--- src/include/kli_defs.svh ---
`ifndef KLI_DEFS_SVH
`define KLI_DEFS_SVH

// Special function register offsets
`define KLI_OFS_LEVEL_SELECT  8'h9C
`define KLI_OFS_LINE_ENABLE   8'h9D
`define KLI_OFS_LINE_FLAGS    8'h9E
`define KLI_OFS_IRQ_ENABLE1   8'hB1
`define KLI_OFS_PRIO_LOW1     8'hB2
`define KLI_OFS_PRIO_HIGH1    8'hB3

// Field positions and reset values
`define KLI_BIT_GLOBAL_EN     0
`define KLI_BIT_PRIO          0
`define KLI_RST_BYTE          8'h00

// Vector and polling position of the keypad request
`define KLI_VECTOR_ADDR       16'h003B
`define KLI_POLL_POSITION     4'h8

`endif

--- src/include/kli_pkg.sv ---
package kli_pkg;

  typedef struct packed {
    logic       wr_en;
    logic       rd_en;
    logic [7:0] addr;
    logic [7:0] wdata;
  } kli_sfr_req_t;

  typedef struct packed {
    logic       hit;
    logic [7:0] rdata;
  } kli_sfr_rsp_t;

  typedef struct packed {
    logic        request;
    logic [1:0]  priority_level;
    logic [15:0] vector_addr;
    logic [3:0]  poll_position;
  } kli_irq_t;

endpackage : kli_pkg

--- src/hdl/kli_line.sv ---
`timescale 1ns/100ps
`include "kli_defs.svh"

module kli_line (
  input  wire logic clk_in,
  input  wire logic rst_n_in,
  input  wire logic pin_in,
  input  wire logic polarity_in,
  input  wire logic clear_in,
  output logic      flag_out,
  output logic      level_hit_out
);

  logic sync1_q;
  logic sync2_q;
  logic flag_q;

  // ********************************************
  // Pin synchroniser
  // ********************************************
  always_ff @(posedge clk_in or negedge rst_n_in) begin
    if (!rst_n_in) begin
      sync1_q <= 1'b1;
      sync2_q <= 1'b1;
    end else begin
      sync1_q <= pin_in;
      sync2_q <= sync1_q;
    end
  end

  // Level match: polarity 0 detects low, 1 detects high
  assign level_hit_out = (sync2_q == polarity_in);

  // ********************************************
  // Sticky flag
  // ********************************************
  // A detected level beats a software clear in the same cycle
  always_ff @(posedge clk_in or negedge rst_n_in) begin
    if (!rst_n_in) begin
      flag_q <= 1'b0;
    end else if (level_hit_out) begin
      flag_q <= 1'b1;
    end else if (clear_in) begin
      flag_q <= 1'b0;
    end
  end

  assign flag_out = flag_q;

endmodule : kli_line

--- src/hdl/kli_keypad.sv ---
`timescale 1ns/100ps
`include "kli_defs.svh"


module kli_keypad
  import kli_pkg::*;
#(
  parameter int NUM_LINES = 8
) (
  input  wire logic                 clk_in,
  input  wire logic                 rst_n_in,
  input  wire logic [NUM_LINES-1:0] port_one_lines_in,
  input  wire kli_sfr_req_t         sfr_req_in,
  output kli_sfr_rsp_t              sfr_rsp_out,
  output kli_irq_t                  irq_out,
  output logic                      keypad_irq_request_out,
  output logic                      wake_out,
  output logic [NUM_LINES-1:0]      keypad_function_out
);

  // ********************************************
  // Elaboration check
  // ********************************************
  if (NUM_LINES < 1 || NUM_LINES > 8) begin : g_bad_width
    $error("NUM_LINES must be 1 to 8");
  end

  logic [NUM_LINES-1:0] polarity_select_bits_q;
  logic [NUM_LINES-1:0] line_mask_bits_q;
  logic [NUM_LINES-1:0] line_flag_bits;
  logic [NUM_LINES-1:0] level_hit;
  logic [NUM_LINES-1:0] flag_clear;
  logic                 keypad_global_enable_q;
  logic                 keypad_priority_high_q;
  logic                 keypad_priority_low_q;
  logic                 request_d;
  logic                 wake_d;
  logic [7:0]           rdata_d;
  logic                 hit_d;
  kli_sfr_rsp_t         rsp_q;
  logic                 request_q;
  logic                 wake_q;

  // ********************************************
  // Register writes
  // ********************************************
  always_ff @(posedge clk_in or negedge rst_n_in) begin
    if (!rst_n_in) begin
      polarity_select_bits_q <= NUM_LINES'(`KLI_RST_BYTE);
    end else if (sfr_req_in.wr_en && sfr_req_in.addr == `KLI_OFS_LEVEL_SELECT) begin
      polarity_select_bits_q <= sfr_req_in.wdata[NUM_LINES-1:0];
    end
  end

  always_ff @(posedge clk_in or negedge rst_n_in) begin
    if (!rst_n_in) begin
      line_mask_bits_q <= NUM_LINES'(`KLI_RST_BYTE);
    end else if (sfr_req_in.wr_en && sfr_req_in.addr == `KLI_OFS_LINE_ENABLE) begin
      line_mask_bits_q <= sfr_req_in.wdata[NUM_LINES-1:0];
    end
  end

  always_ff @(posedge clk_in or negedge rst_n_in) begin
    if (!rst_n_in) begin
      keypad_global_enable_q <= 1'b0;
    end else if (sfr_req_in.wr_en && sfr_req_in.addr == `KLI_OFS_IRQ_ENABLE1) begin
      keypad_global_enable_q <= sfr_req_in.wdata[`KLI_BIT_GLOBAL_EN];
    end
  end

  always_ff @(posedge clk_in or negedge rst_n_in) begin
    if (!rst_n_in) begin
      keypad_priority_low_q  <= 1'b0;
      keypad_priority_high_q <= 1'b0;
    end else if (sfr_req_in.wr_en) begin
      if (sfr_req_in.addr == `KLI_OFS_PRIO_LOW1) begin
        keypad_priority_low_q <= sfr_req_in.wdata[`KLI_BIT_PRIO];
      end
      if (sfr_req_in.addr == `KLI_OFS_PRIO_HIGH1) begin
        keypad_priority_high_q <= sfr_req_in.wdata[`KLI_BIT_PRIO];
      end
    end
  end

  // Software clears a flag by writing zero to its bit; writing one leaves it
  assign flag_clear = (sfr_req_in.wr_en && sfr_req_in.addr == `KLI_OFS_LINE_FLAGS)
                      ? ~sfr_req_in.wdata[NUM_LINES-1:0] : '0;

  // ********************************************
  // Per-line detectors
  // ********************************************
  for (genvar i = 0; i < NUM_LINES; i++) begin : g_line
    kli_line u_line (
      .clk_in        (clk_in),
      .rst_n_in      (rst_n_in),
      .pin_in        (port_one_lines_in[i]),
      .polarity_in   (polarity_select_bits_q[i]),
      .clear_in      (flag_clear[i]),
      .flag_out      (line_flag_bits[i]),
      .level_hit_out (level_hit[i])
    );
  end

  // ********************************************
  // Request and wake
  // ********************************************
  // Flags keep setting while the level persists, so the request rearms itself
  assign request_d = keypad_global_enable_q && |(line_flag_bits & line_mask_bits_q);
  // Wake does not wait for the flag register, so a stopped core still sees it
  assign wake_d    = |(level_hit & line_mask_bits_q);

  always_ff @(posedge clk_in or negedge rst_n_in) begin
    if (!rst_n_in) begin
      request_q <= 1'b0;
      wake_q    <= 1'b0;
    end else begin
      request_q <= request_d;
      wake_q    <= wake_d;
    end
  end

  assign keypad_irq_request_out = request_q;
  assign wake_out               = wake_q;
  // Lines with mask clear stay standard port pins
  assign keypad_function_out    = line_mask_bits_q;

  always_comb begin
    irq_out.request        = request_q;
    irq_out.priority_level = {keypad_priority_high_q, keypad_priority_low_q};
    irq_out.vector_addr    = `KLI_VECTOR_ADDR;
    irq_out.poll_position  = `KLI_POLL_POSITION;
  end

  // ********************************************
  // Register reads
  // ********************************************
  always_comb begin
    rdata_d = 8'h00;
    hit_d   = 1'b1;
    case (sfr_req_in.addr)
      `KLI_OFS_LEVEL_SELECT: rdata_d[NUM_LINES-1:0] = polarity_select_bits_q;
      `KLI_OFS_LINE_ENABLE:  rdata_d[NUM_LINES-1:0] = line_mask_bits_q;
      `KLI_OFS_LINE_FLAGS:   rdata_d[NUM_LINES-1:0] = line_flag_bits;
      `KLI_OFS_IRQ_ENABLE1:  rdata_d[`KLI_BIT_GLOBAL_EN] = keypad_global_enable_q;
      `KLI_OFS_PRIO_LOW1:    rdata_d[`KLI_BIT_PRIO] = keypad_priority_low_q;
      `KLI_OFS_PRIO_HIGH1:   rdata_d[`KLI_BIT_PRIO] = keypad_priority_high_q;
      default:               hit_d = 1'b0;
    endcase
  end

  always_ff @(posedge clk_in or negedge rst_n_in) begin
    if (!rst_n_in) begin
      rsp_q <= '0;
    end else if (sfr_req_in.rd_en) begin
      rsp_q.hit   <= hit_d;
      rsp_q.rdata <= rdata_d;
    end else begin
      rsp_q.hit <= 1'b0;
    end
  end

  assign sfr_rsp_out = rsp_q;

endmodule : kli_keypad

--- config.mk ---
export PLATFORM = sky130hd
export DESIGN_NAME = kli_keypad
export DESIGN_NICKNAME = d
export VERILOG_FILES = /design/src/include/kli_pkg.sv /design/src/hdl/kli_line.sv /design/src/hdl/kli_keypad.sv
export VERILOG_INCLUDE_DIRS = /design/src /design/src/include
export SDC_FILE = /design/constraint.sdc
export NUM_CORES = 1
export LEC_CHECK = 0
export ABC_AREA = 1
export BUFFER_PORTS_ARGS = -buffer_cell sky130_fd_sc_hd__buf_2
export CORE_UTILIZATION = 31
export DETAILED_ROUTE_END_ITERATION = 12
export GPL_ROUTABILITY_DRIVEN = 0
export PLACE_DENSITY = 0.48
export SLEW_MARGIN = 40
export SYNTH_ARGS = -nofsm -noshare
export SYNTH_HDL_FRONTEND = slang
export SYNTH_SLANG_ARGS = --single-unit
--- constraint.sdc ---
create_clock -name clk_in -period 1.4 [get_ports clk_in]
set_input_delay 0.21 -clock clk_in [delete_from_list [all_inputs] [get_ports clk_in]]
set_output_delay 0.21 -clock clk_in [all_outputs]
set_load 0.005 [all_outputs]
==> flow_metrics.tcl, run 1 <==
set metrics [dict create \
    crit_type "reg -> reg" \
    clk_latency_ns 0.31 \
    cts_resized 0 \
    cts_max_level 2 \
    setup_tns_ns 0 \
    drc 0 \
    syn_to_final_growth_pct 17.7 \
    grt_max_degree 41 \
    ys_ff_latch 54 \
    grt_first_pass_wirelength_microns 8420 \
    crit_fanout 5 \
    hp-class "in -> reg" \
    gr-total-overflow 0 \
    syn_avg_cell_area_sq_um 9.16 \
    cts_tree "yes" \
    critPathTopFamily "flip-flops" \
    synthArstFlopShare 1.00 \
    power.total_w 0.00285 \
    clock_sinks 54 \
    hold_ws_ns 0.145 \
    first_pass_iters 4 \
    numCtsBuffers 5 \
    synthFlopType "dfrtp_1" \
    drt-initial-drc-count 68 \
    synth-edff-count 0 \
    end_kind "flop" \
    hold_violations 0 \
    max_cap_violations 0 \
    setup_viol 0 \
    clock_path_buffers 2 \
    cp_cell_sequence "nand2_1 -> nand2_1 -> a221oi_1 -> a21oi_1" \
    die_y_microns 93.6 \
    postCtsHoldBufs 9 \
    antenna_cells 0 \
    nets 372 \
    period_minus_slack_ns 1.12 \
    post_cts_buffers 0 \
    grt_pass1_vias 1721 \
    die-area_sq_mm 0.00876 \
    critPathArrivalTime_ns 1.29 \
    ys_top_cells_by_count "nand2_1 (85), dfrtp_1 (38), nand3_1 (24)" \
    antenna_found_initial 0 \
    regArea_sq_mm 0.00137 \
    outcome "complete, no violations" \
    multi_input_area_sq_mm 0.00100 \
    finClkSkew_ns 0.0110 \
    crit_buf_inv 0 \
    post-synth-top-count-cell "nand2_1" \
    ios 70 \
    wl_microns 5230 \
    avgRoutedWirePerCell_microns 11.6 \
    synthesis.area_sq_mm 0.00260 \
    dp_hpwl_microns 3910 \
    ant_nets 0 \
    num_rows 33 \
    cp-start-kind "flop" \
    ys_seq_area_frac 0.527 \
    via_per_inst 4.18 \
    required_ns 1.57 \
    start_util 0.318 \
    numPortBuffers 49 \
    layout-drive-gt1-share 0.290 \
    fillCellCount 840 \
    slew_viol_final 0 \
    die_w_microns 93.6 \
    path_common_cell "nand2_1" \
    slowest_stage "dfrtp_1" \
    clkTransAtPathRegs_ns 0.09 \
    coreArea_sq_mm 0.00818 \
    synthTopCellsByArea "dfrtp_1 (37%), dfstp_2 (16%), nand2_1 (12%), buf_4 (6.6%), nand3_1 (4.6%)" \
    rsz0062_at_grt "false" \
    synth_warnings 0 \
    vias 1881 \
    cpPeakStageDelay_ns 0.45 \
    power_density_mw_per_mm2 932 \
    peakVddDrop_mv 0.545 \
    synthDominantCellAreaShare 0.366 \
    p_leak_nw 1.53 \
    min_period_over_period 0.802 \
    ys_types 31 \
    root_buffer "clkbuf_8" \
    grt_usage 0.125 \
    synthCells 284 \
    synth_top_area_cell "dfrtp_1" \
    fmax_ghz 0.891 \
]
==> stage by stage <==
stage	worst slack [ns]	area [sq um]	util	std cells
after floorplan	0.308	2670	-	302
after global routing	0.180	3060	0.375	450
after detailed placement	0.0747	2880	0.353	433
final	0.277	3060	0.375	450
after CTS	0.239	3060	0.375	450
after global placement	0.0842	2880	0.353	433
==> cell usage in the layout, fill, tap and decap left out, types with 2 or more instances in the layout <==
cell type,Yosys,final
dlygate4sd3_1,0,9
nand2_4,2,2
o31ai_1,2,2
o21ai_0,12,12
dfrtp_1,38,38
nand2_1,85,85
clkinvlp_4,0,2
xnor2_1,8,8
clkbuf_8,0,5
nor2_4,3,3
inv_1,21,21
buf_2,1,49
nand3_1,24,24
nor2_1,11,11
a221oi_1,2,2
nand2_2,6,6
dfstp_2,16,16
buf_4,23,3
o21ai_2,8,8
conb_1,2,20
a21o_1,6,6
==> path summary, 6_finish.rpt <==
check	slack, ns	endpoint	from	cells past startpoint
setup reg to reg	0.28	keypad_irq_request_out	keypad_function_out[2]	4
max in group asynchronous	0.47	g_line[5].u_line.sync2_q	rst_n_in	3
min in group asynchronous	0.34	keypad_function_out[6]	rst_n_in	2
hold / removal	0.14	keypad_global_enable_q	sfr_req_in[0]	3
setup / recovery	0.28	keypad_irq_request_out	keypad_function_out[2]	4
hold reg to reg	0.36	g_line[7].u_line.sync2_q	g_line[7].u_line.sync1_q	0
==> state kept, by name (all words and copies together), names as in the netlist <==
register and cells:
g_line.u_line.sync1_q 8, g_line.u_line.flag_out 8, keypad_priority_high_q 1, keypad_irq_request_out 1, keypad_global_enable_q 1, sfr_rsp_out 9, polarity_select_bits_q 8, keypad_priority_low_q 1
keypad_function_out 8, wake_out 1, g_line.u_line.sync2_q 8
==> layer usage <==
layer / up-vias / wire length (microns) / track usage
met5: - / 0 / 0
met3: 4 / 215 / 0.0252
met2: 51 / 2230 / 0.188
met1: 848 / 2750 / 0.184
met4: 0 / 27 / 0.0269
li1: 978 / - / -
==> report_power, final <==
group	switching [W]	internal [W]	total, W
combinational	0.000178	0.000132	0.000311
sequential	0.0000461	0.00164	0.00169
clock	0.000501	0.000353	0.000854
==> tightest hold or removal path, stage by stage <==
cell     delay [ns]
buf_2          0.09
nand2_1        0.05
o21ai_0        0.06
==> cell type report <==
class,count,share of cell area
repair buffers,62,0.123
clock inverters,2,0.00490
well taps,105,0.0429
inverters,24,0.0302
clock buffers,6,0.0237
multi-input cells,197,0.327
flip-flops and latches,54,0.448
==> kinds of logic (layout without fill, tap and decap cells) <==
group	count (synthesis)	count (layout)	synth area share
compound gates	34	34	0.0890
xor+xnor	8	8	0.0269
buf+inv	51	94	0.114
flops	54	54	0.527
other cells	2	20	0.00289
simple gates	135	135	0.240
(Power assumes the default switching activity.)
==> inputs of run 2 (changes only) <==
--- a/config.mk
+++ b/config.mk
@@ -11,7 +11,7 @@
 export CORE_UTILIZATION = 31
 export DETAILED_ROUTE_END_ITERATION = 12
 export GPL_ROUTABILITY_DRIVEN = 0
-export PLACE_DENSITY = 0.48
+export PLACE_DENSITY = 0.5
 export SLEW_MARGIN = 40
 export SYNTH_ARGS = -nofsm -noshare
 export SYNTH_HDL_FRONTEND = slang
==> constraint.sdc (replaced) <==
create_clock -name clk_in -period 0.95 [get_ports clk_in]
set_input_delay 0.1425 -clock clk_in [delete_from_list [all_inputs] [get_ports clk_in]]
set_output_delay 0.1425 -clock clk_in [all_outputs]
set_load 0.005 [all_outputs]
==> flow_metrics.tcl, run 2 (same netlist as run 1, synthesis figures left out) <==
set metrics [dict create \
    peakVddDrop_mv 0.709 \
    fmax_ghz 0.871 \
    min_period_over_period 1.21 \
    failed_checks "setup timing" \
    layout-drive-gt1-share 0.460 \
    clock_path_buffers 2 \
    finClkSkew_ns 0.00960 \
    wl_microns 5930 \
    die_y_microns 93.6 \
    ios 70 \
    p_leak_nw 1.93 \
    cp_cell_sequence "xnor2_2 -> inv_1 -> o21ai_1 -> nor2_1 -> nand4_1" \
    largest_reg_flops 9 \
    avgRoutedWirePerCell_microns 11.8 \
    drt-initial-drc-count 93 \
    clock_sinks 54 \
    layout_commonest_cell "nand2_1" \
    die-area_sq_mm 0.00876 \
    setup_tns_ns -1.98 \
    grt_first_pass_wirelength_microns 9540 \
    hold_violations 0 \
    end_kind "flop" \
    antenna_cells 0 \
    grt_max_degree 55 \
    via_per_inst 4.20 \
    outcome "finished, violations left" \
    numPortBuffers 49 \
    power_density_mw_per_mm2 1270 \
    rsz0062_at_grt "true" \
    hp-class "in -> reg" \
    vias 2103 \
    timing.final.ws_setup_ns -0.198 \
    grt_pass1_vias 1913 \
    stdcell_area_sq_mm 0.00380 \
    crit_fanout 2 \
    first_pass_iters 4 \
    syn_to_final_growth_pct 46.0 \
    clkTransAtPathRegs_ns 0.11 \
    cts_tree "yes" \
    final_cell_mix "nand2_1 (80), buf_2 (40), dfrtp_1 (38), buf_4 (35), buf_6 (26)" \
    critPathArrivalTime_ns 1.35 \
    start_util 0.318 \
    num_rows 33 \
    critPathTopFamily "flip-flops" \
    root_buffer "clkbuf_8" \
    max_cap_violations 0 \
    cp-start-kind "flop" \
    die_w_microns 93.6 \
    clk_latency_ns 0.31 \
    dpl_worst_slack_ns -0.336 \
    antenna_found_initial 0 \
    dp_hpwl_microns 4160 \
    setup_viol 30 \
    cts_max_level 2 \
    gr-total-overflow 0 \
    crit_type "reg -> reg" \
    crit_buf_inv 1 \
    drc 0 \
    grt_usage 0.145 \
    period_minus_slack_ns 1.15 \
    nets 423 \
    slew_viol_final 0 \
    required_ns 1.15 \
    cpPeakStageDelay_ns 0.57 \
    ant_nets 0 \
    numCtsBuffers 5 \
    coreArea_sq_mm 0.00818 \
    placed_area_sq_mm 0.00321 \
    slowest_stage "dfstp_2" \
]
## run 2: metrics by stage
stage                     hold slack (ns)  cells   util  power [W]
after floorplan                    -0.153    302      -    0.00283
after global placement              0.162    467  0.393    0.00308
after detailed placement            0.165    467  0.393    0.00309
after CTS                          0.0503    497  0.448    0.00483
after global routing               0.0627    501  0.464    0.00504
final                              0.0521    501  0.464    0.00481
## run 2: worst reg2reg max path, cell delays in order (launching register included)
cell and delay (ns):
dfstp_2 0.57, xnor2_2 0.07, inv_1 0.09, o21ai_1 0.07, nor2_1 0.14, nand4_1 0.10
## run 2: per-layer routing
metal / global-route usage / vias to the layer above / share of wire
met5: 0 / - / 0
met4: 0.0462 / 0 / 0.0099
met3: 0.0309 / 5 / 0.040
met2: 0.227 / 55 / 0.48
met1: 0.199 / 961 / 0.47
li1: - / 1082 / -
## run 2: power by group
group	switching, W	leakage (nW)	internal [W]
Sequential	0.0000578	0.648	0.00242
Combinational	0.000349	1.22	0.000357
Clock	0.000823	0.0563	0.000804
Total	0.00123	1.93	0.00358
## run 2: final cells by class
class / count / area (sq um)
inverters: 24 / 119
multi-input cells: 197 / 1150
flip-flops and latches: 54 / 1370
clock buffers: 5 / 68.8
clock inverters: 3 / 48.8
well taps: 105 / 131
repair buffers: 113 / 906
fillers: 818 / 4380
## run 2: path summary, 6_finish.rpt
kind / endpoint / depth (start not counted) / slack (ns) / from
max in group asynchronous: g_line[0].u_line.sync2_q / 3 / 0.30 / rst_n_in
max: wake_out / 5 / -0.20 / g_line[0].u_line.sync2_q
min: keypad_global_enable_q / 3 / 0.05 / sfr_req_in[0]
min in group asynchronous: sfr_rsp_out[0] / 3 / 0.34 / rst_n_in
max reg2reg: wake_out / 5 / -0.20 / g_line[0].u_line.sync2_q
min reg2reg: g_line[1].u_line.sync2_q / 0 / 0.36 / g_line[1].u_line.sync1_q
## run 2: timing repair
| item | CTS | global route |
|---|---|---|
| hold endpoints to repair | 46 | 0 |
| pin swaps | 18 | 15 |
| setup buffers | 14 | 5 |
| resized for setup | 34 | 29 |
| hold buffers | 9 | 0 |
| cloned | 0 | 0 |
| endpoints found under the setup margin | 28 | 43 |
==> inputs of run 3 (changes only) <==
--- a/config.mk
+++ b/config.mk
@@ -11,8 +11,9 @@
 export CORE_UTILIZATION = 31
 export DETAILED_ROUTE_END_ITERATION = 12
 export GPL_ROUTABILITY_DRIVEN = 0
-export PLACE_DENSITY = 0.5
+export PLACE_DENSITY = 0.49
 export SLEW_MARGIN = 40
 export SYNTH_ARGS = -nofsm -noshare
 export SYNTH_HDL_FRONTEND = slang
+export SYNTH_HIERARCHICAL = 1
 export SYNTH_SLANG_ARGS = --single-unit
==> flow_metrics.tcl, run 3 <==
set metrics [dict create \
    outcome "finished, violations left" \
    failed_checks "setup timing" \
    clock_path_buffers 2 \
    crit_fanout 2 \
    numPortBuffers 49 \
    max_cap_violations 0 \
    clkTransAtPathRegs_ns 0.10 \
    critPathArrivalTime_ns 1.43 \
    syn_to_final_growth_pct 46.8 \
    crit_type "reg -> reg" \
    cts_tree "yes" \
    drc 0 \
    grt_first_pass_wirelength_microns 11700 \
    via_per_inst 4.29 \
    drt-initial-drc-count 106 \
    die_w_microns 97.5 \
    end_kind "flop" \
    die_y_microns 97.5 \
    ys_types 28 \
    layout_commonest_cell "nand2_1" \
    regArea_sq_mm 0.00137 \
    ys_top_cells_by_count "nand2_1 (84), inv_1 (52), dfrtp_1 (38)" \
    synth_warnings 6 \
    hold_violations 0 \
    die-area_sq_mm 0.00951 \
    avgRoutedWirePerCell_microns 12.5 \
    gr-total-overflow 0 \
    synthDominantCellAreaShare 0.336 \
    path_common_cell "nand2_1" \
    clk_latency_ns 0.31 \
    min_period_over_period 1.30 \
    timing.final.ws_setup_ns -0.285 \
    num_rows 34 \
    cp_cell_sequence "inv_2 -> nand2_2 -> nand2_1 -> nand2_1 -> nand2_2 -> a221oi_2 -> nand2_1" \
    fillCellCount 885 \
    antenna_found_initial 0 \
    ant_nets 0 \
    root_buffer "clkbuf_8" \
    cts_max_level 2 \
    slowest_stage "dfstp_2" \
    slew_viol_final 0 \
    dp_hpwl_microns 4960 \
    power.total_w 0.00465 \
    peakVddDrop_mv 0.685 \
    setup_viol 29 \
    ys_ff_latch 54 \
    placedCellCount 529 \
    final_util 0.474 \
    synthFlopType "dfrtp_1" \
    finClkSkew_ns 0.00906 \
    synthArstFlopShare 1.00 \
    synthCells 329 \
    rsz0062_at_grt "true" \
    antenna_cells 0 \
    layout-drive-gt1-share 0.473 \
    synth-edff-count 0 \
    ys_seq_area_frac 0.485 \
    cp-start-kind "flop" \
    fmax_ghz 0.810 \
    final_cell_mix "nand2_1 (77), buf_4 (44), inv_1 (43), dfrtp_1 (38), buf_2 (38)" \
    post-synth-top-count-cell "nand2_1" \
    wl_microns 7040 \
    synth_top_area_cell "dfrtp_1" \
    grt_pass1_vias 2343 \
    vias 2425 \
    syn_avg_cell_area_sq_um 8.60 \
    power_density_mw_per_mm2 1120 \
    required_ns 1.15 \
    gr-usage-met1 0.210 \
    start_util 0.323 \
    grt_use_met2 0.258 \
    first_pass_iters 4 \
    clock_sinks 54 \
    period_minus_slack_ns 1.24 \
    ios 70 \
    hold_ws_ns 0.0628 \
    largest_reg_flops 9 \
    hp-class "in -> reg" \
    grt-busiest-layer "met2" \
    crit_buf_inv 1 \
    grt_max_degree 55 \
    nets 484 \
    cpPeakStageDelay_ns 0.55 \
    critPathTopFamily "flip-flops" \
    synthesis.area_sq_mm 0.00283 \
    coreArea_sq_mm 0.00876 \
    numCtsBuffers 5 \
    grt_util_met3 0.0281 \
    synthTopCellsByArea "dfrtp_1 (34%), dfstp_2 (15%), nand2_1 (11%), inv_1 (6.9%), buf_4 (6.4%)" \
    multi_input_area_sq_mm 0.00126 \
    p_leak_nw 2.16 \
    grt_usage 0.156 \
    final_cells 565 \
]
run 3: changes by cell type after synthesis, moves of 2 or more:
cell	before	now
a21o_1	6	0
a21oi_2	0	2
inv_1	21	52
nand2_2	6	14
nand3_1	24	15
nand3_2	0	9
nor2_1	11	24
nor2_8	1	3
o211ai_1	1	4
o21ai_1	1	5
xnor2_1	8	0
run 3: kinds of logic (layout without fill, tap and decap cells):
family                 count (synthesis)  after routing  synth area share
flip-flops                            54             54             0.485
AND/OR/NAND/NOR                      155            156             0.278
other                                  2             20           0.00265
AO/OA/AOI/OAI                         38             38            0.0893
buffers and inverters                 80            189             0.145
run 3: per-layer routing:
metal  up-vias  routed length [microns]
li1       1234                        -
met1      1112                     3270
met2        72                     3400
met3         7                      292
met4         0                       75
met5         -                        0
run 3: worst register-to-register path: cells and delay by family, from the launching register on:
kind                   cells  cell delay (ns)
and+or+nand+nor            5             0.34
AOI/OAI and AO/OA          1             0.21
DFF                        1             0.55
buffers and inverters      1             0.03
run 3: per-stage QoR:
step	area [sq um]	setup WS [ns]	setup TNS (ns)
floorplan	2970	-0.136	-0.650
global placement	3560	-0.329	-10.26
detailed placement	3560	-0.341	-10.61
CTS	3990	-0.290	-2.82
global route	4150	-0.327	-3.99
finish	4150	-0.285	-2.39
run 3: worst paths after layout:
path                                                from                        end  slack, ns  cells past startpoint
worst max-delay path            g_line[5].u_line/sync2_q                   wake_out      -0.29                      7
min in group asynchronous                       rst_n_in  polarity_select_bits_q[7]       0.34                      3
worst max register to register  g_line[5].u_line/sync2_q                   wake_out      -0.29                      7
max in group asynchronous                       rst_n_in   g_line[4].u_line/sync2_q       0.31                      3
worst min register to register  g_line[4].u_line/sync1_q   g_line[4].u_line/sync2_q       0.36                      0
worst min-delay path                       sfr_req_in[6]     keypad_function_out[6]       0.06                      3
run 3: what timing repair did:
action / CTS / global route
cloned: 0 / 1
buffers inserted: 11 / 9
pin swaps: 18 / 29
resized for setup: 38 / 30
hold buffers: 9 / 0
hold endpoints to repair: 46 / 0
endpoints found under the setup margin: 32 / 49
run 3: final cells by class:
cell class / instances / area share
multi-input combinational: 214 / 0.304
inverter: 53 / 0.0524
sequential: 54 / 0.330
clock buffer: 7 / 0.0208
tap: 108 / 0.0325
clock inverter: 1 / 0.00120
timing repair buffer: 128 / 0.259
run 3: power by group:
part | switching [W] | leakage (nW) | internal [W]
Clock | 0.000756 | 0.0482 | 0.000590
Sequential | 0.0000583 | 0.603 | 0.00242
Combinational | 0.000410 | 1.51 | 0.000415
Total | 0.00122 | 2.16 | 0.00342
